--- src/common/tai_defs.vh ---
/*
 * register map, field positions and reset values of the timer array
 * with its interval channel 3; assumes a 32-bit apb slave, word offsets
 */
`ifndef TAI_DEFS_VH
`define TAI_DEFS_VH

// register byte offsets
`define TAI_A_UNIT_RST 8'h00
`define TAI_A_CLK_GATE 8'h04
`define TAI_A_PRESCALE 8'h08
`define TAI_A_STOP 8'h0c
`define TAI_A_START 8'h10
`define TAI_A_RUN 8'h14
`define TAI_A_IRQ_MASK 8'h18
`define TAI_A_IRQ_REQ 8'h1c
`define TAI_A_IRQ_PRIO 8'h20
`define TAI_A_CH3_MODE 8'h24
`define TAI_A_CH3_DATA 8'h28
`define TAI_A_OUT_MODE 8'h2c
`define TAI_A_OUT_POL 8'h30
`define TAI_A_OUT_VAL 8'h34
`define TAI_A_OUT_GATE 8'h38
`define TAI_A_CH3_COUNT 8'h3c

// channel 3 bit in the run, output and stop/start registers
`define TAI_CH3 3
// channel 3 bit in the interrupt mask, request and priority bytes
`define TAI_IRQ3 5

// prescaler fields
`define TAI_PS0_HI 3
`define TAI_PS0_LO 0
`define TAI_PS1_HI 7
`define TAI_PS1_LO 4
`define TAI_PS2_HI 9
`define TAI_PS2_LO 8
`define TAI_PS3_HI 13
`define TAI_PS3_LO 12

// channel 3 mode fields
`define TAI_M_CKS_HI 15
`define TAI_M_CKS_LO 14
`define TAI_M_CCS 12
`define TAI_M_SPLIT 11
`define TAI_M_STS_HI 10
`define TAI_M_STS_LO 8
`define TAI_M_CIS_HI 7
`define TAI_M_CIS_LO 6
`define TAI_M_MD_HI 3
`define TAI_M_MD_LO 1
`define TAI_M_MD0 0

// codes
`define TAI_MD_INTERVAL 3'h0
`define TAI_CKS_CK0 2'h0
`define TAI_CKS_CK2 2'h1
`define TAI_CKS_CK1 2'h2
`define TAI_CIS_FALL 2'h0
`define TAI_CIS_RISE 2'h1

// reset values
`define TAI_RST_W16 16'h0000
`define TAI_RST_W8 8'h00

`endif

--- src/hw/tai_timer_array.v ---
/*
 * timer array with channel 3 as a down-counting interval timer,
 * unit reset and clock gate, prescaler, stop/start triggers,
 * channel 3 interrupt mask/flag/priority and timer output control.
 * assumes an apb master on ref_clk and a timer input pin that is
 * already synchronous to ref_clk.
 */
// Chosen here: the address map and the APB slave port.
// Notes on behaviour
// - unit reset bit at 1 holds the timer array in reset; interrupt mask, request and priority bytes keep their values
// - clock gate bit at 0 stops every clock to the timer array
// - prescaler code n (4 bits for clocks 0 and 1, 2 bits for clocks 2 and 3) divides system clock by two to the n
// - writing 1 to a stop position clears that run bit; 0 does nothing
// - channel 3 mask bit at 1 blocks its count-end interrupt
// - channel 3 request flag reads 0 until a count-end request, or a start request in mode 0001, occurs
// - two priority bits form channel 3 priority level 0 to 3
// - two-bit clock select picks the channel master clock, 00 is clock 0
// - count source bit 0 counts master clock, not input pin edges
// - width bit 0 gives 16-bit counting, 1 gives 8-bit counting
// - trigger field 000 accepts only software start
// - edge field picks valid input pin edge, 00 is falling
// - mode 000x is interval mode, counting down
// - output mode bit 0 is master output, 1 is slave output (here 1 only stops the count-end toggle of the output bit)
// - output level bit 0 is active high, 1 inverts the output
// - output value bit sets the output level directly
// - output gate bit 0 stops counting from toggling the output
`timescale 1ns/1ps
`default_nettype none
`include "tai_defs.vh"

module tai_timer_array (
  input wire ref_clk,
  input wire srst,
  input wire psel,
  input wire penable,
  input wire pwrite,
  input wire [7:0] paddr,
  input wire [31:0] pwdata,
  output reg [31:0] prdata,
  output wire pready,
  output reg pslverr,
  input wire ch3_timer_input_pin,
  output reg ch3_timer_output,
  output reg ch3_count_end_irq,
  output reg [1:0] ch3_irq_priority,
  output reg ch3_count_event
);

  // true when the low code bits of the free counter are all ones
  function tick_at;
    input [15:0] cnt;
    input [3:0] code;
    reg [15:0] m;
    begin
      m = (16'h0001 << code) - 16'h0001;
      tick_at = ((cnt & m) == m);
    end
  endfunction

  // true for an offset that the map holds
  function addr_hit;
    input [7:0] a;
    begin
      addr_hit = (a[1:0] == 2'h0) && (a <= `TAI_A_CH3_COUNT);
    end
  endfunction

  reg unit_rst;
  reg clk_gate;
  reg [15:0] prescale;
  reg [3:0] run_en;
  reg [7:0] irq_mask;
  reg [7:0] irq_req;
  reg [7:0] prio_low;
  reg [7:0] prio_high;
  reg [15:0] ch3_mode;
  reg [15:0] ch3_data;
  reg [7:0] out_mode;
  reg [7:0] out_pol;
  reg [7:0] out_val;
  reg [7:0] out_gate;
  reg [15:0] ch3_count;
  reg [15:0] div_cnt;
  reg pin_prev;
  reg [31:0] next_prdata;

  // apb answers in the access phase with no wait
  assign pready = 1'b1;

  // unit runs only when clocked and out of reset
  wire unit_on = clk_gate & ~unit_rst;
  wire wr = psel & penable & pwrite;
  wire uwr = wr & unit_on;

  // prescaler taps of the four operating clocks
  wire ck0 = unit_on & tick_at(div_cnt, prescale[`TAI_PS0_HI:`TAI_PS0_LO]);
  wire ck1 = unit_on & tick_at(div_cnt, prescale[`TAI_PS1_HI:`TAI_PS1_LO]);
  wire ck2 = unit_on & tick_at(div_cnt, {2'b00, prescale[`TAI_PS2_HI:`TAI_PS2_LO]});
  wire ck3 = unit_on & tick_at(div_cnt, {2'b00, prescale[`TAI_PS3_HI:`TAI_PS3_LO]});

  // channel 3 mode decode
  wire [1:0] cks = ch3_mode[`TAI_M_CKS_HI:`TAI_M_CKS_LO];
  wire [1:0] cis = ch3_mode[`TAI_M_CIS_HI:`TAI_M_CIS_LO];
  wire [2:0] sts = ch3_mode[`TAI_M_STS_HI:`TAI_M_STS_LO];
  wire split = ch3_mode[`TAI_M_SPLIT];
  wire interval = (ch3_mode[`TAI_M_MD_HI:`TAI_M_MD_LO] == `TAI_MD_INTERVAL);

  // master clock select
  reg mck;
  always @* begin
    case (cks)
      `TAI_CKS_CK0: mck = ck0;
      `TAI_CKS_CK2: mck = ck2;
      `TAI_CKS_CK1: mck = ck1;
      default: mck = ck3;
    endcase
  end

  // valid input pin edge
  wire pin_rise = ch3_timer_input_pin & ~pin_prev;
  wire pin_fall = ~ch3_timer_input_pin & pin_prev;
  reg pin_edge;
  always @* begin
    case (cis)
      `TAI_CIS_FALL: pin_edge = pin_fall;
      `TAI_CIS_RISE: pin_edge = pin_rise;
      default: pin_edge = pin_rise | pin_fall;
    endcase
  end

  // count clock: master clock or pin edges
  wire tcl = ch3_mode[`TAI_M_CCS] ? (pin_edge & unit_on) : mck;
  wire ch3_run = run_en[`TAI_CH3] & interval;
  wire cnt_tick = ch3_run & tcl;
  wire cnt_zero = split ? (ch3_count[7:0] == 8'h00) : (ch3_count == 16'h0000);
  wire cnt_end = cnt_tick & cnt_zero;

  // software start of channel 3; other trigger sources are not wired
  wire sw_start = uwr & (paddr == `TAI_A_START) & pwdata[`TAI_CH3] & (sts == 3'h0);
  wire start_irq = sw_start & interval & ch3_mode[`TAI_M_MD0];
  wire irq_set = cnt_end | start_irq;

  // reload value, low byte only in 8-bit operation
  wire [15:0] reload = split ? {ch3_count[15:8], ch3_data[7:0]} : ch3_data;

  // toggle of the output bit from counting
  wire out_toggle = cnt_end & out_gate[`TAI_CH3] & ~out_mode[`TAI_CH3];

  // software writes to output value only where the gate is off
  wire [7:0] out_wr_val = (out_val & out_gate) | (pwdata[7:0] & ~out_gate);

  // unit reset and clock gate bits; only the system reset clears them
  always @(posedge ref_clk) begin
    if (srst) begin
      unit_rst <= 1'b0;
      clk_gate <= 1'b0;
    end else begin
      if (wr && paddr == `TAI_A_UNIT_RST) begin
        unit_rst <= pwdata[0];
      end
      if (wr && paddr == `TAI_A_CLK_GATE) begin
        clk_gate <= pwdata[0];
      end
    end
  end

  // interrupt mask and priority bytes stay alive across the unit reset
  always @(posedge ref_clk) begin
    if (srst) begin
      irq_mask <= `TAI_RST_W8;
      prio_low <= `TAI_RST_W8;
      prio_high <= `TAI_RST_W8;
    end else begin
      if (wr && paddr == `TAI_A_IRQ_MASK) begin
        irq_mask <= pwdata[7:0];
      end
      if (wr && paddr == `TAI_A_IRQ_PRIO) begin
        prio_low <= pwdata[7:0];
        prio_high <= pwdata[15:8];
      end
    end
  end

  // request byte; a hardware set beats a software write in the same cycle
  always @(posedge ref_clk) begin
    if (srst) begin
      irq_req <= `TAI_RST_W8;
    end else begin
      if (wr && paddr == `TAI_A_IRQ_REQ) begin
        irq_req <= pwdata[7:0];
      end
      if (irq_set) begin
        irq_req[`TAI_IRQ3] <= 1'b1;
      end
    end
  end

  // write strobes of the unit registers, live only while the unit runs
  wire wr_prescale = uwr & (paddr == `TAI_A_PRESCALE);
  wire wr_mode = uwr & (paddr == `TAI_A_CH3_MODE);
  wire wr_data = uwr & (paddr == `TAI_A_CH3_DATA);
  wire wr_out_mode = uwr & (paddr == `TAI_A_OUT_MODE);
  wire wr_out_pol = uwr & (paddr == `TAI_A_OUT_POL);
  wire wr_out_val = uwr & (paddr == `TAI_A_OUT_VAL);
  wire wr_out_gate = uwr & (paddr == `TAI_A_OUT_GATE);
  wire wr_start = uwr & (paddr == `TAI_A_START);
  wire wr_stop = uwr & (paddr == `TAI_A_STOP);

  // start bits; channel 3 may only run under the software trigger code
  wire [3:0] start_bits = {pwdata[`TAI_CH3] & (sts == 3'h0), pwdata[2:0]};

  // free divider and pin history; both restart from zero under unit reset
  always @(posedge ref_clk) begin
    if (srst || unit_rst) begin
      div_cnt <= `TAI_RST_W16;
      pin_prev <= 1'b0;
    end else if (clk_gate) begin
      div_cnt <= div_cnt + 16'h0001;
      pin_prev <= ch3_timer_input_pin;
    end
  end

  // prescaler codes of the four operating clocks
  always @(posedge ref_clk) begin
    if (srst || unit_rst) begin
      prescale <= `TAI_RST_W16;
    end else if (wr_prescale) begin
      prescale <= pwdata[15:0];
    end
  end

  // channel 3 mode word
  always @(posedge ref_clk) begin
    if (srst || unit_rst) begin
      ch3_mode <= `TAI_RST_W16;
    end else if (wr_mode) begin
      ch3_mode <= pwdata[15:0];
    end
  end

  // channel 3 compare and reload data
  always @(posedge ref_clk) begin
    if (srst || unit_rst) begin
      ch3_data <= `TAI_RST_W16;
    end else if (wr_data) begin
      ch3_data <= pwdata[15:0];
    end
  end

  // output mode byte
  always @(posedge ref_clk) begin
    if (srst || unit_rst) begin
      out_mode <= `TAI_RST_W8;
    end else if (wr_out_mode) begin
      out_mode <= pwdata[7:0];
    end
  end

  // output polarity byte
  always @(posedge ref_clk) begin
    if (srst || unit_rst) begin
      out_pol <= `TAI_RST_W8;
    end else if (wr_out_pol) begin
      out_pol <= pwdata[7:0];
    end
  end

  // output gate byte
  always @(posedge ref_clk) begin
    if (srst || unit_rst) begin
      out_gate <= `TAI_RST_W8;
    end else if (wr_out_gate) begin
      out_gate <= pwdata[7:0];
    end
  end

  // output bits: software value where ungated, then the counting toggle
  always @(posedge ref_clk) begin
    if (srst || unit_rst) begin
      out_val <= `TAI_RST_W8;
    end else begin
      if (wr_out_val) begin
        out_val <= out_wr_val;
      end
      if (out_toggle) begin
        out_val[`TAI_CH3] <= ~out_val[`TAI_CH3];
      end
    end
  end

  // start sets run bits, stop clears them
  always @(posedge ref_clk) begin
    if (srst || unit_rst) begin
      run_en <= 4'h0;
    end else begin
      if (wr_start) begin
        run_en <= run_en | start_bits;
      end
      if (wr_stop) begin
        run_en <= run_en & ~pwdata[3:0];
      end
    end
  end

  // channel 3 counter: load on start, count down, reload at zero
  always @(posedge ref_clk) begin
    if (srst || unit_rst) begin
      ch3_count <= `TAI_RST_W16;
    end else if (sw_start && interval) begin
      ch3_count <= reload;
    end else if (cnt_end) begin
      ch3_count <= reload;
    end else if (cnt_tick && split) begin
      ch3_count <= {ch3_count[15:8], ch3_count[7:0] - 8'h01};
    end else if (cnt_tick) begin
      ch3_count <= ch3_count - 16'h0001;
    end
  end

  // pin and interrupt outputs
  always @(posedge ref_clk) begin
    if (srst) begin
      ch3_timer_output <= 1'b0;
      ch3_count_end_irq <= 1'b0;
      ch3_irq_priority <= 2'h0;
      ch3_count_event <= 1'b0;
    end else begin
      ch3_timer_output <= out_val[`TAI_CH3] ^ out_pol[`TAI_CH3];
      ch3_count_end_irq <= irq_req[`TAI_IRQ3] & ~irq_mask[`TAI_IRQ3];
      ch3_irq_priority <= {prio_high[`TAI_IRQ3], prio_low[`TAI_IRQ3]};
      ch3_count_event <= cnt_end;
    end
  end

  // read mux; gated unit reads as zero
  always @* begin
    next_prdata = 32'h00000000;
    case (paddr)
      `TAI_A_UNIT_RST: next_prdata[0] = unit_rst;
      `TAI_A_CLK_GATE: next_prdata[0] = clk_gate;
      `TAI_A_PRESCALE: next_prdata[15:0] = unit_on ? prescale : 16'h0000;
      `TAI_A_RUN: next_prdata[3:0] = unit_on ? run_en : 4'h0;
      `TAI_A_IRQ_MASK: next_prdata[7:0] = irq_mask;
      `TAI_A_IRQ_REQ: next_prdata[7:0] = irq_req;
      `TAI_A_IRQ_PRIO: next_prdata[15:0] = {prio_high, prio_low};
      `TAI_A_CH3_MODE: next_prdata[15:0] = unit_on ? ch3_mode : 16'h0000;
      `TAI_A_CH3_DATA: next_prdata[15:0] = unit_on ? ch3_data : 16'h0000;
      `TAI_A_OUT_MODE: next_prdata[7:0] = unit_on ? out_mode : 8'h00;
      `TAI_A_OUT_POL: next_prdata[7:0] = unit_on ? out_pol : 8'h00;
      `TAI_A_OUT_VAL: next_prdata[7:0] = unit_on ? out_val : 8'h00;
      `TAI_A_OUT_GATE: next_prdata[7:0] = unit_on ? out_gate : 8'h00;
      `TAI_A_CH3_COUNT: next_prdata[15:0] = unit_on ? ch3_count : 16'h0000;
      default: next_prdata = 32'h00000000;
    endcase
  end

  // read data and error captured in the setup cycle
  always @(posedge ref_clk) begin
    if (srst) begin
      prdata <= 32'h00000000;
      pslverr <= 1'b0;
    end else if (psel && !penable) begin
      prdata <= pwrite ? 32'h00000000 : next_prdata;
      pslverr <= ~addr_hit(paddr);
    end
  end

endmodule
`default_nettype wire

--- config.mk ---
export PLATFORM = sky130hd
export DESIGN_NAME = tai_timer_array
export DESIGN_NICKNAME = d
export VERILOG_FILES = /design/src/hw/tai_timer_array.v
export VERILOG_INCLUDE_DIRS = /design/src /design/src/common
export SDC_FILE = /design/constraint.sdc
export NUM_CORES = 1
export LEC_CHECK = 0
export ABC_CLOCK_PERIOD_IN_PS = 5200
export BUFFER_PORTS_ARGS = -buffer_cell sky130_fd_sc_hd__buf_2
export CORE_MARGIN = 2
export CORE_UTILIZATION = 59
export CTS_BUF_LIST = sky130_fd_sc_hd__clkbuf_8 sky130_fd_sc_hd__clkbuf_16
export DETAILED_ROUTE_END_ITERATION = 7
export PLACE_DENSITY = 0.8
export SYNTH_ARGS = -nofsm -noshare
export SYNTH_HDL_FRONTEND = slang
export SYNTH_SLANG_ARGS = --single-unit
export TNS_END_PERCENT = 1
--- constraint.sdc ---
create_clock -name ref_clk -period 5.2 [get_ports ref_clk]
set_input_delay 0.26 -clock ref_clk [delete_from_list [all_inputs] [get_ports ref_clk]]
set_output_delay 0.26 -clock ref_clk [all_outputs]
set_load 0.005 [all_outputs]
Yosys cells after proc, flatten, opt, wreduce, memory -nomap -nowiden
Index checks and enable logic that the tools add are counted.
{ "word_totals": {"input_bits": 46, "out_inout_bits": 39, "register_bits": 189, "elab_cells": 167} }
{ "op_classes": {"muxes": 29, "n_bitwise": 52, "eq_ne": 23, "reduce_logical": 25, "n_lt_le_gt_ge": 1, "shifts": 4, "addsub": 7} }
{ "ops": {"columns": ["cell", "count"], "rows": [
  ["two-way mux 16 bit", 10],
  ["subtractor 16 x 1 -> 16 bit (second input constant)", 5],
  ["bitwise AND 16 bit", 4],
  ["== test 16 bit", 4],
  ["== test 8 x 6 -> 1 bit (second input constant)", 8],
  ["case mux 4 bit (11 select lines)", 1],
  ["case mux 8 bit (5 select lines)", 1],
  ["case mux 3 bit (12 select lines)", 1],
  ["== test 8 x 5 -> 1 bit (second input constant)", 4],
  ["two-way mux 8 bit", 4],
  ["left shift 1 x 2 -> 16 bit (first input constant)", 2],
  ["left shift 1 x 4 -> 16 bit (first input constant)", 2],
  ["bitwise AND 1 bit", 31],
  ["adder 16 x 1 -> 16 bit (second input constant)", 1],
  ["bitwise AND 8 bit", 2],
  ["== test 8 x 4 -> 1 bit (second input constant)", 2],
  ["zero test 16 bit", 1],
  ["zero test 8 bit", 2],
  ["two-way mux 4 bit", 4],
  ["case mux 1 bit (14 select lines)", 1],
  ["logical AND 1 bit", 9],
  ["== test 8 x 3 -> 1 bit (second input constant)", 1],
  ["less-or-equal comparator 8 x 6 -> 1 bit (second input constant)", 1],
  ["NOT 8 bit", 1],
  ["23 further kinds", 39]
]} }

Depth between registers and ports, before layout
Gate-level depths: netlist of the first run.
{ "depth": {"depth_word": 12, "depth_mapped": 17, "ltp_nobuf": 12} }

Worst setup path after synthesis of the first run
Ideal clock, no wire load.
{ "synth_path": {"kind": "flip-flop to flip-flop", "from": "register prescale[4]", "to": "register ch3_count[13]", "arrival_ns": 3.899, "slack_ns": 1.169, "t_required_ns": 5.068, "period_less_slack_ns": 4.031, "path_buffers": 4, "setup_time_ns": 0.132, "stages_incl_launch_ff": 16, "cell_sequence": "dfxtp_1 clkbuf_1 or4_1 ha_1 buf_6 nor4b_1 or4_1 or4_1 nor3_2 a21oi_1 a211o_1 and2_1 buf_6 buf_6 a221oi_2 o32ai_1"} }
{ "synth_via": {"elab_chain_len": 11, "elab_cells_between_ends": 15, "cone_classes": "add/sub (1); eq/ne (2); shift (1); mux (4); bitwise (4); reduce/logical (3)"} }
{ "synth_rtl": {"columns": ["element", "line_no", "source"], "rows": [
  ["start, declared", "tai_timer_array.v:70", "reg [15:0] prescale;"],
  ["start signal, assigned", "tai_timer_array.v:226", "prescale <= `TAI_RST_W16;"],
  ["start signal, assigned", "tai_timer_array.v:228", "prescale <= pwdata[15:0];"],
  ["left shift 1 x 4 -> 16 bit *", "tai_timer_array.v:55", "m = (16'h0001 << code) - 16'h0001;"],
  ["subtractor 16 x 1 -> 16 bit *", "tai_timer_array.v:55", null],
  ["bitwise AND 16 bit", "tai_timer_array.v:56", "tick_at = ((cnt & m) == m);"],
  ["== test 16 bit *", "tai_timer_array.v:56", null],
  ["bitwise AND 1 bit *", "tai_timer_array.v:97", "wire ck1 = unit_on & tick_at(div_cnt, prescale[`TAI_PS1_HI:`TAI_PS1_LO]);"],
  ["case mux 1 bit (3 select lines) *", "tai_timer_array.v:111", "case (cks)"],
  ["two-way mux 1 bit *", "tai_timer_array.v:132", "wire tcl = ch3_mode[`TAI_M_CCS] ? (pin_edge & unit_on) : mck;"],
  ["bitwise AND 1 bit *", "tai_timer_array.v:134", "wire cnt_tick = ch3_run & tcl;"],
  ["bitwise AND 1 bit or logical AND 1 bit (tied branches)", "tai_timer_array.v:136, tai_timer_array.v:313", null],
  ["inequality test 3 bit (no source line), or another cell as far along", null, null],
  ["AND reduction 2 bit (no source line) or two-way mux 16 bit (tied branches)", null, null],
  ["end signal, assigned", "tai_timer_array.v:308", "ch3_count <= `TAI_RST_W16;"],
  ["end signal, assigned", "tai_timer_array.v:310", "ch3_count <= reload;"],
  ["end signal, assigned", "tai_timer_array.v:312", "ch3_count <= reload;"],
  ["end, declared", "tai_timer_array.v:82", "reg [15:0] ch3_count;"]
]} }
Every way passes the cells marked *; elsewhere a longest branch is shown, timed or not.
A chain may end at the register's enable or synchronous reset.

Worst setup path after layout of the first run
{ "layout_path": {"from": "register prescale[6]", "to": "register ch3_count[4]"} }
{ "layout_via": {"elab_chain_len": 12, "elab_cells_between_ends": 14, "cone_classes": "add/sub (1); eq/ne (1); shift (1); mux (5); bitwise (4); reduce/logical (2)"} }
{ "layout_rtl": {"columns": ["element", "line_no", "source"], "rows": [
  ["left shift 1 x 4 -> 16 bit *", "tai_timer_array.v:55", null],
  ["subtractor 16 x 1 -> 16 bit *", "tai_timer_array.v:55", null],
  ["bitwise AND 16 bit", "tai_timer_array.v:56", null],
  ["== test 16 bit *", "tai_timer_array.v:56", null],
  ["bitwise AND 1 bit *", "tai_timer_array.v:97", null],
  ["case mux 1 bit (3 select lines) *", "tai_timer_array.v:111", null],
  ["two-way mux 1 bit *", "tai_timer_array.v:132", null],
  ["bitwise AND 1 bit *", "tai_timer_array.v:134", null],
  ["logical AND 1 bit", "tai_timer_array.v:313", "end else if (cnt_tick && split) begin"],
  ["two-way mux 16 bit", "tai_timer_array.v:313", null],
  ["two-way mux 16 bit", "tai_timer_array.v:311", "end else if (cnt_end) begin"],
  ["two-way mux 16 bit", "tai_timer_array.v:309", "end else if (sw_start && interval) begin"],
  ["end signal, assigned", "tai_timer_array.v:310", null],
  ["end signal, assigned", "tai_timer_array.v:312", null],
  ["end signal, assigned", "tai_timer_array.v:314", "ch3_count <= {ch3_count[15:8], ch3_count[7:0] - 8'h01};"]
]} }
Every way passes the cells marked *; elsewhere a longest branch is shown, timed or not. The select of a mux whose other input is x is not followed.

==> metrics.csv, run 1 <==
metric;value;unit
status;finished with violations;
failing checks;design-rule violations;
largest net degree at the start of global routing;74;
worst slew pin tran;1303;ps
row count;43;
FF-to-FF Start;prescale[6];
unrepaired setup endpoints after global routing;no;
Die X-Extent;123.8;um
Power Density;288.7;nW/um^2
Max clock buf depth;2;
asr flop ratio synth;0;
Reg clk slew, reported paths;70;ps
Post-synth EDFFs;0;
synth cell count leaders;236 x nand2_1, 172 x dfxtp_1, 139 x a21oi_1, 87 x nor2_1;
Routability Congestion;0.9582;
TritonCTS clock tree;yes;
layout cell share with drive strength beyond 1;0.1027;
nature of the critical path endpoint;flop;
Setup WS post-layout;499.6;ps
# clock sinks;172;
cts bufs inserted;17;
register bit count reported by yosys;172;
Detailed Place HPWL;16620;um
synthesized instance count;1107;
vias in the first global route;7358;
post-CTS sizing;0;
f_max;212.7;MHz
setup bufs post-CTS;0;
CP max FO;18;
post-synthesis sequential area ratio;0.4066;
GRT Util Overall;0.3277;
Post-Syn Area;8468;um^2
area leader, netlist;dfxtp_1;
Synth warnings;0;
cts hold-fix bufs;0;
Initial Utilization;0.6077;
Post-Layout Cell Count;1309;
critical setup path kind;flop to flop;
Antenna diodes;0;
Hold Crit Class;input port to flop;
hold_ws;93.02;ps
Worst Skew;7.546;ps
Pleak;3.242;nW
wire length of the first global-routing pass;38710;um
Inst Count DP;1277;
vias per cell;6.397;
CTS root buf;clkbuf_16;
crit path DAT;5010;ps
Area Growth Syn to Fin;9.781;%
GRT overflow;0;
die height;123.8;um
placed cell area;8708;um^2
unique cell type count in the Yosys netlist;61;
Max-Cap Viols;0;
DRT Pass-1 Iters;8;
Synth area leaders;dfxtp_1 41%, nand2_1 10%, a21oi_1 8.2%;
post-layout min period;4700;ps
Vias;8374;
post-route cell area;9296;um^2
Setup TNS Final;0;ps
Avg Inst Size Synth;7.650;um^2
clock latency on the worst-skew pair;440;ps
Hold Fails Final Rpt;0;
Worst IR Drop VDD;0.0003693;V
# DRC;3;
Place WS;553.6;ps
CORE AREA;13930;um^2
initial antenna violation count;0;
FF-to-FF End;ch3_count[4];
CP Launch Type;flop;
drt wl/cell;18.86;um
required time of the critical path;5510;ps
Layout Nets;1168;
most numerous cell in the Yosys netlist;nand2_1;
H-tree levels;4;
Final Max Slew Viols;0;
top_reg_cell synth;dfxtp_1;
Top Ports;85;
worst hold stages;3;
post-synth top area share;0.4066;
reg2reg setup slack;500;ps
Hold Startpoint;pwdata[10];
routed wire length;24690;um
PortBufs;51;
Routed Antenna Nets;0;
Layout fillers;1200;
worst r2r path cells;11;
WHS Endpoint;prescale[10];
final cycle utilization of the critical path;0.9039;
worst relative slew slack;0.1250;
DIE AREA;15330;um^2
starting DRC count in detailed routing;1014;
endpoints failing setup;0;
==> metal layers <==
layer / global-route usage / up-vias / wire [um] / part of all wire
met5: 0 / - / 0 / 0
met4: 0.1364 / 0 / 909 / 0.037
met3: 0.06319 / 74 / 2044 / 0.083
met2: 0.5069 / 429 / 11440 / 0.46
met1: 0.4484 / 3949 / 10290 / 0.42
li1: - / 3922 / - / -
==> layout make-up <==
type	instances	area, um^2	share of cell area
multi-input cells	843	4604	0.4953
repair buffers	68	382.9	0.04118
inverters	14	52.55	0.005653
clock inverters	15	162.7	0.01750
well taps	180	225.2	0.02423
clock buffers	17	425.4	0.04576
flip-flops and latches	172	3443	0.3704
==> worst max path at each step <==
stage / start / endpoint / slack [ps] / cells past startpoint
after floorplan: prescale[4] / ch3_count[13] / 1170 / 15
after global placement: prescale[6] / ch3_count[4] / 660 / 11
after detailed placement: prescale[6] / ch3_count[4] / 550 / 11
after CTS: prescale[6] / ch3_count[4] / 530 / 11
after global routing: prescale[6] / ch3_count[4] / 260 / 11
final: prescale[6] / ch3_count[4] / 500 / 11
==> cell families (layout without fill, tap and decap cells) <==
group           count (synthesis)  after routing  synth area share
simple gates                  475            475            0.2467
compound gates                301            301            0.2289
flops                         172            172            0.4066
buf+inv                       107            114           0.05807
mux                            25             25           0.03029
xor+xnor                       19             19           0.01965
fa+ha+maj                       6              6          0.008865
other cells                     2             17         0.0008869
==> power breakdown <==
group / switching [W] / total, W / internal [W] / leakage [nW]
Clock: 0.000570 / 0.00129 / 0.000716 / 0.292
Sequential: 0.000000331 / 0.00132 / 0.00132 / 1.38
Combinational: 0.0000637 / 0.0000802 / 0.0000165 / 1.57
==> flip-flops by register name, summed over array words and instances (netlist names), 15 cells and up, named ones only <==
| signal | count |
|---|---|
| div_cnt | 15 |
| ch3_data | 16 |
| prescale | 16 |
| ch3_count | 16 |
| ch3_mode | 16 |
| prdata | 16 |
==> critical path: stages, from the launching register on <==
cell	delay (ps)
dfxtp_1	490
or4_1	580
ha_1	340
nor4b_1	190
or4_1	500
or4_1	560
nor3_2	240
a21oi_1	110
a211o_1	410
and2_1	510
mux2i_1	220
a2111oi_0	420
==> cells in the final DEF, fill, tap and decap left out, types with 20 or more instances in the layout <==
master and count:
buf_2 51, o21ai_0 29, dfxtp_1 172, nand3_1 64
a22oi_1 44, nand2_1 236, mux2i_1 20, a21oi_1 139
nor2_1 86, nor3_1 21
==> through the flow <==
stage	power [W]	utilization
2_1_floorplan	0.001401	-
3_3_place_gp	0.001425	0.6249
5_1_grt	0.002759	0.6671
3_5_place_dp	0.001425	0.6249
6_report	0.002684	0.6671
4_1_cts	0.002687	0.6671
(Power assumes the default switching activity.)
==> inputs of run 2 (changes only) <==
--- a/config.mk
+++ b/config.mk
@@ -6,13 +6,14 @@
 export SDC_FILE = /design/constraint.sdc
 export NUM_CORES = 1
 export LEC_CHECK = 0
+export ABC_AREA = 1
 export ABC_CLOCK_PERIOD_IN_PS = 5200
 export BUFFER_PORTS_ARGS = -buffer_cell sky130_fd_sc_hd__buf_2
 export CORE_MARGIN = 2
-export CORE_UTILIZATION = 59
+export CORE_UTILIZATION = 60
 export CTS_BUF_LIST = sky130_fd_sc_hd__clkbuf_8 sky130_fd_sc_hd__clkbuf_16
 export DETAILED_ROUTE_END_ITERATION = 7
-export PLACE_DENSITY = 0.8
+export PLACE_DENSITY = 0.81
 export SYNTH_ARGS = -nofsm -noshare
 export SYNTH_HDL_FRONTEND = slang
 export SYNTH_SLANG_ARGS = --single-unit
==> metrics.csv, run 2 <==
metric;value;unit;change
status;finished clean;;
CORE AREA;14420;um^2;+3.5%
register bit count reported by yosys;172;;unchanged
post-CTS sizing;0;;unchanged
Max clock buf depth;2;;unchanged
Worst IR Drop VDD;0.0002611;V;-29%
nature of the critical path endpoint;flop;;
Final Max Slew Viols;0;;unchanged
TritonCTS clock tree;yes;;
most common cell after layout, fill and taps aside;nand2_1;;
# clock sinks;172;;unchanged
Layout Nets;1339;;+15%
die height;125.2;um;+1.2%
Vias;8645;;+3.2%
total length of routed met3 wires;2161;um;+5.7%
CTS root buf;clkbuf_16;;
CP Launch Type;flop;;
Setup TNS Final;0;ps;unchanged
cts hold-fix bufs;0;;unchanged
Worst Skew;9.424;ps;+1.878 ps
worst hold stages;3;;unchanged
Synth area leaders;dfxtp_1 39%, a21oi_1 9.8%, nand2_1 8.4%;;
DR top layer;met4;;
row count;44;;+2.3%
met1 wire length;10810;um;+5.0%
Hold Fails Final Rpt;0;;unchanged
Area Growth Syn to Fin;8.625;%;
Max-Cap Viols;0;;unchanged
max incr delay on CP;480;ps;-100 ps
largest net degree at the start of global routing;101;;+36%
Initial Utilization;0.6115;;+0.003764
unique cell type count in the Yosys netlist;43;;-30%
Layout fillers;1290;;+7.5%
vias per cell;5.825;;-8.9%
Synth warnings;0;;unchanged
DIE AREA;15690;um^2;+2.3%
# DRC;0;;-3
worst slew pin tran;1051;ps;-251.2 ps
starting DRC count in detailed routing;1068;;+5.3%
unrepaired setup endpoints after global routing;no;;
GRT overflow;0;;unchanged
final cycle utilization of the critical path;0.5772;;-0.3267
top_reg_cell synth;dfxtp_1;;
vias in the first global route;7861;;+6.8%
Top Ports;85;;unchanged
PortBufs;51;;unchanged
FF-to-FF End;ch3_count[6];;
setup bufs post-CTS;0;;unchanged
Hold Startpoint;ch3_timer_input_pin;;
layout cell share with drive strength beyond 1;0.1031;;+0.0003311
Routed Antenna Nets;0;;unchanged
crit path DAT;3330;ps;-1680 ps
routed wire length;25230;um;+2.2%
Reg clk slew, reported paths;70;ps;about the same
H-tree levels;4;;unchanged
most numerous cell in the Yosys netlist;nand2_1;;
slowest CP cell;dfxtp_1;;
Routability Congestion;0.9700;;+1.2%
Avg Inst Size Synth;6.939;um^2;-9.3%
worst relative slew slack;0.2974;;+0.1725
f_max;333.2;MHz;+57%
initial antenna violation count;0;;unchanged
GRT Util Overall;0.3245;;-0.003228
asr flop ratio synth;0;;unchanged
Die X-Extent;125.2;um;+1.2%
met2 WL post-DR;11040;um;-3.5%
critical setup path kind;flop to flop;;
most frequent cells in the layout;197 x nand2_1, 180 x inv_1, 173 x a21oi_1, 172 x dfxtp_1, 140 x o21ai_0;;
synth cell count leaders;197 x nand2_1, 179 x inv_1, 173 x a21oi_1, 172 x dfxtp_1, 140 x o21ai_0;;
WHS Endpoint;pin_prev;;
Hold Crit Class;input port to flop;;
post-synthesis sequential area ratio;0.3904;;-0.01621
worst r2r path cells;19;;+8
clock latency on the worst-skew pair;430;ps;about the same
Detailed Place HPWL;17830;um;+7.3%
post-layout min period;3002;ps;-1699 ps
reg2reg setup slack;2200;ps;+1700 ps
Pleak;3.629;nW;+12%
CP max FO;27;;+9
Antenna diodes;0;;unchanged
Post-synth EDFFs;0;;unchanged
FF-to-FF Start;prescale[2];;
synthesized instance count;1271;;+15%
Power Density;279.9;nW/um^2;-3.1%
drt wl/cell;17.00;um;-9.8%
cells along the critical path;nor2_4 > nand2_1 > ha_1 > or2_2 > nand3_1 > nor2_1 > nand3_2 > nor2_2 > nand3_2 > nand3_2 > nand2_2 > nand2_4 > nand3_4 > nand2_4 > inv_1 > nand2_1 > nand3_1 > nand3_1 > inv_2;;
post-synth top area share;0.3904;;-0.01621
final total power;0.002681;W;about the same
endpoints failing setup;0;;unchanged
wire length of the first global-routing pass;40590;um;+4.9%
area leader, netlist;dfxtp_1;;
DRT Pass-1 Iters;5;;-3
required time of the critical path;5530;ps;+20 ps
cts bufs inserted;17;;unchanged
Post-Syn Area;8820;um^2;+4.2%
[run 2: cell types whose count changed in the layout (fill, tap and decap cells not counted), moves of 12 or more]
| cell | before | now |
|---|---|---|
| a21oi_1 | 139 | 173 |
| a22oi_1 | 44 | 0 |
| buf_4 | 17 | 2 |
| inv_1 | 15 | 180 |
| mux2i_1 | 20 | 0 |
| nand2_1 | 236 | 197 |
| nand3_1 | 64 | 51 |
| nor2b_1 | 12 | 0 |
| o21ai_0 | 29 | 140 |
| o22ai_1 | 7 | 38 |
[run 2: how the worst max path moves through the flow]
| stage | start | end | cells past startpoint |
|---|---|---|---|
| floorplan | prescale[2] | ch3_count[5] | 20 |
| detailed placement | paddr[7] | ch3_mode[13] | 9 |
| global placement | paddr[7] | ch3_mode[15] | 9 |
| finish | prescale[2] | ch3_count[6] | 19 |
| global route | prescale[6] | ch3_count[6] | 20 |
| CTS | prescale[2] | ch3_count[6] | 19 |
[run 2: final cells by class]
class | instances | area [um^2] | share of cell area
tap | 184 | 230.2 | 0.02403
sequential | 172 | 3443 | 0.3594
inverter | 192 | 723.2 | 0.07549
timing repair buffer | 53 | 270.3 | 0.02821
multi-input combinational | 851 | 4328 | 0.4517
clock inverter | 13 | 132.6 | 0.01384
clock buffer | 19 | 452.9 | 0.04728
[run 2: critical path: cells and delay by family (launching register included)]
kind,cells,cell delay [ps]
AND/OR/NAND/NOR,16,1940
flip-flops,1,480
adder cells (fa/ha/maj),1,290
buffers and inverters,2,190
[run 2: layer usage]
layer / up-vias / GRT usage
met4: 0 / 0.1647
met1: 3934 / 0.4423
li1: 4223 / -
met3: 77 / 0.06205
met2: 411 / 0.4933
met5: - / 0
[run 2: logic make-up after synthesis]
logic type / Yosys count / share of synthesized area
flops: 172 / 0.3904
buf+inv: 263 / 0.1261
xor+xnor: 9 / 0.008938
compound gates: 404 / 0.2484
simple gates: 415 / 0.2168
fa+ha+maj: 6 / 0.008512
other cells: 2 / 0.0008515
[run 2: stage by stage]
stage / cell area (um^2) / setup slack, ps / hold WS [ps] / utilization / cells
floorplan: 8876 / 2860 / 407.3 / - / 1286
CTS: 9580 / 2266 / 122.0 / 0.6642 / 1484
detailed placement: 8995 / 2141 / 444.9 / 0.6236 / 1452
finish: 9580 / 2198 / 135.6 / 0.6642 / 1484
global route: 9580 / 2025 / 142.6 / 0.6642 / 1484
global placement: 8995 / 2194 / 438.2 / 0.6236 / 1452
[run 2: report_power, final]
part | switching, W | total (W) | leakage [nW] | internal (W)
Sequential | 0.000000352 | 0.00132 | 1.38 | 0.00132
Combinational | 0.0000733 | 0.0000943 | 1.96 | 0.0000210
Clock | 0.000571 | 0.00127 | 0.286 | 0.000698
==> inputs of run 3 (changes only) <==
--- a/config.mk
+++ b/config.mk
@@ -6,14 +6,14 @@
 export SDC_FILE = /design/constraint.sdc
 export NUM_CORES = 1
 export LEC_CHECK = 0
-export ABC_AREA = 1
-export ABC_CLOCK_PERIOD_IN_PS = 5200
+export ABC_AREA = 0
+export ABC_CLOCK_PERIOD_IN_PS = 2930
 export BUFFER_PORTS_ARGS = -buffer_cell sky130_fd_sc_hd__buf_2
 export CORE_MARGIN = 2
-export CORE_UTILIZATION = 60
+export CORE_UTILIZATION = 59
 export CTS_BUF_LIST = sky130_fd_sc_hd__clkbuf_8 sky130_fd_sc_hd__clkbuf_16
 export DETAILED_ROUTE_END_ITERATION = 7
-export PLACE_DENSITY = 0.81
+export PLACE_DENSITY = 0.8
 export SYNTH_ARGS = -nofsm -noshare
 export SYNTH_HDL_FRONTEND = slang
 export SYNTH_SLANG_ARGS = --single-unit
==> constraint.sdc (replaced) <==
create_clock -name ref_clk -period 2.93 [get_ports ref_clk]
set_input_delay 0.1465 -clock ref_clk [delete_from_list [all_inputs] [get_ports ref_clk]]
set_output_delay 0.1465 -clock ref_clk [all_outputs]
set_load 0.005 [all_outputs]
==> metrics.csv, run 3 (synthesis results as in run 1) <==
metric;value;unit;change
most frequent cells in the layout;234 x nand2_1, 171 x dfxtp_1, 138 x a21oi_1, 85 x nor2_1, 69 x buf_4;;
row count;43;;-2.3%
TritonCTS clock tree;yes;;
Initial Utilization;0.6077;;-0.003764
crit path DAT;3950;ps;+620 ps
f_max;276.3;MHz;-17%
Setup WS post-layout;-688.7;ps;-2887 ps
FF-to-FF Start;prescale[7];;
post-layout min period;3619;ps;+617.2 ps
unrepaired setup endpoints after global routing;yes;;
DIE AREA;15330;um^2;-2.3%
Detailed Place HPWL;17870;um;+0.23%
Pleak;3.561;nW;-1.9%
Hold Fails Final Rpt;0;;unchanged
CP Launch Type;flop;;
endpoints failing setup;18;;+18
Routability Congestion;0.9726;;+0.27%
Worst Skew;9.431;ps;+0.006830 ps
sequential share of power;0.484;;-0.007
largest net degree at the start of global routing;71;;-30%
FF-to-FF End;ch3_count[4];;
wire length of the first global-routing pass;40640;um;+0.12%
worst r2r path cells;11;;-8
GRT overflow;0;;unchanged
Vias;8613;;-0.37%
launch point of the critical path;prescale[7];;
Layout fillers;1127;;-13%
H-tree levels;4;;unchanged
combinational share of power;0.031;;-0.004
Max clock buf depth;2;;unchanged
internal power;0.003726;W;+83%
die height;123.8;um;-1.1%
clock latency on the worst-skew pair;430;ps;about the same
failing checks;negative setup slack;;
reg2reg setup slack;-690;ps;-2890 ps
Clk pwr share;0.485;;+0.012
CTS root buf;clkbuf_16;;
cts bufs inserted;17;;unchanged
drt wl/cell;18.96;um;+12%
Die X-Extent;123.8;um;-1.1%
worst relative slew slack;0.4296;;+0.1322
# clock sinks;172;;unchanged
Max-Cap Viols;0;;unchanged
required time of the critical path;3260;ps;-2270 ps
crit path to;ch3_count[4];;
vias in the first global route;7778;;-1.1%
status;finished with violations;;
Power Density;489.2;nW/um^2;+75%
Final Max Slew Viols;0;;unchanged
routed wire length;25920;um;+2.7%
critical setup path kind;flop to flop;;
vias per cell;6.301;;+8.2%
Routed Antenna Nets;0;;unchanged
final cycle utilization of the critical path;1.235;;+0.6578
DRT Pass-1 Iters;8;;+3
Worst IR Drop VDD;0.0005013;V;+92%
PortBufs;51;;unchanged
CP max FO;10;;-63%
Switch Pwr;0.001108;W;+72%
GRT Util Overall;0.3457;;+0.02121
CORE AREA;13930;um^2;-3.4%
most common cell after layout, fill and taps aside;nand2_1;;
hold_ws;16.86;ps;-118.8 ps
Area Growth Syn to Fin;16.68;%;
Setup TNS Final;-11100;ps;-11100 ps
Net Sw Frac;0.2292;;-0.01125
worst slew pin tran;855.6;ps;-195.7 ps
layout cell share with drive strength beyond 1;0.1592;;+0.05615
# DRC;0;;unchanged
initial antenna violation count;0;;unchanged
Antenna diodes;0;;unchanged
Hold Crit Class;input port to flop;;
Reg clk slew, reported paths;70;ps;about the same
starting DRC count in detailed routing;1089;;+2.0%
nature of the critical path endpoint;flop;;
Top Ports;85;;unchanged
Layout Nets;1226;;-8.4%
==> run 3: cell types whose count changed in the layout (fill, tap and decap cells not counted), moves of 13 or more <==
cell,previous run,this run
inv_1,180,15
o21ai_0,140,26
mux2i_1,0,20
nand3_1,51,64
o22ai_1,38,7
buf_4,2,69
a21oi_1,173,138
nand2_1,197,234
a22oi_1,0,43
==> run 3: through the flow <==
stage | total power [W] | util | std cells | worst slack [ps] | instance area [um^2]
after floorplan | 0.002486 | - | 1122 | -737.6 | 8562
after global routing | 0.004946 | 0.7091 | 1367 | -826.9 | 9881
after global placement | 0.002537 | 0.6574 | 1332 | -771.6 | 9161
after detailed placement | 0.002538 | 0.6574 | 1332 | -823.2 | 9161
final | 0.004834 | 0.7091 | 1367 | -688.7 | 9881
after CTS | 0.004826 | 0.7034 | 1364 | -712.4 | 9802
==> run 3: layout make-up <==
cell class,instances,area [um^2],area share
Inverter,14,52.55,0.005318
Timing Repair Buffer,126,852.1,0.08624
Tap cell,180,225.2,0.02279
Sequential cell,172,3445,0.3486
Clock buffer,17,425.4,0.04305
Clock inverter,15,183.9,0.01861
Multi-Input combinational cell,843,4697,0.4754
==> run 3: worst max-delay path, cell delays in order (launching register included) <==
cell and delay [ps]:
dfxtp_1 310, or4_4 550, ha_4 280, o21ai_1 50, or4_1 490, or4_4 570
nor3_4 170, a21oi_2 90, a211o_1 320, and2_4 210, mux2i_1 150, a2111oi_2 340
==> run 3: layer usage <==
metal  routed length [um]  vias to the layer above  track usage
met5                    0                        -            0
met4                 1336                        0       0.1804
met3                 2621                       81      0.07830
met2                11560                      502       0.5271
met1                10410                     3995       0.4573
li1                     -                     4035            -
==> run 3: power groups by stage <==
| stage | sequential [W] | combinational [W] | clock [W] |
|---|---|---|---|
| final | 0.00234 | 0.000152 | 0.00234 |
| after global routing | 0.00234 | 0.000163 | 0.00245 |
| after CTS | 0.00234 | 0.000147 | 0.00234 |
| after detailed placement | 0.00239 | 0.000147 | 0 |
| after global placement | 0.00239 | 0.000145 | 0 |
| after floorplan | 0.00239 | 0.0000941 | 0 |
==> run 3: repair_timing <==
item | in CTS | in global routing
gates resized for setup | 11 | 12
endpoints found under the hold margin | 0 | 1
pin swaps | 8 | 13
endpoints found under the setup margin | 19 | 19
hold buffers | 0 | 1
buffers inserted | 0 | 2
==> run 3: worst min path at each step <==
stage                        start           end  slack (ps)  cells after the start
2_1_floorplan           pwdata[13]  ch3_mode[13]         280                      2
3_3_place_gp   ch3_timer_input_pin      pin_prev         430                      3
3_5_place_dp          prio_high[7]  prio_high[7]         450                      2
4_1_cts                 pwdata[13]  ch3_mode[13]           3                      3
5_1_grt                 pwdata[13]  ch3_data[13]         0.1                      3
6_report                pwdata[13]  ch3_mode[13]          20                      3
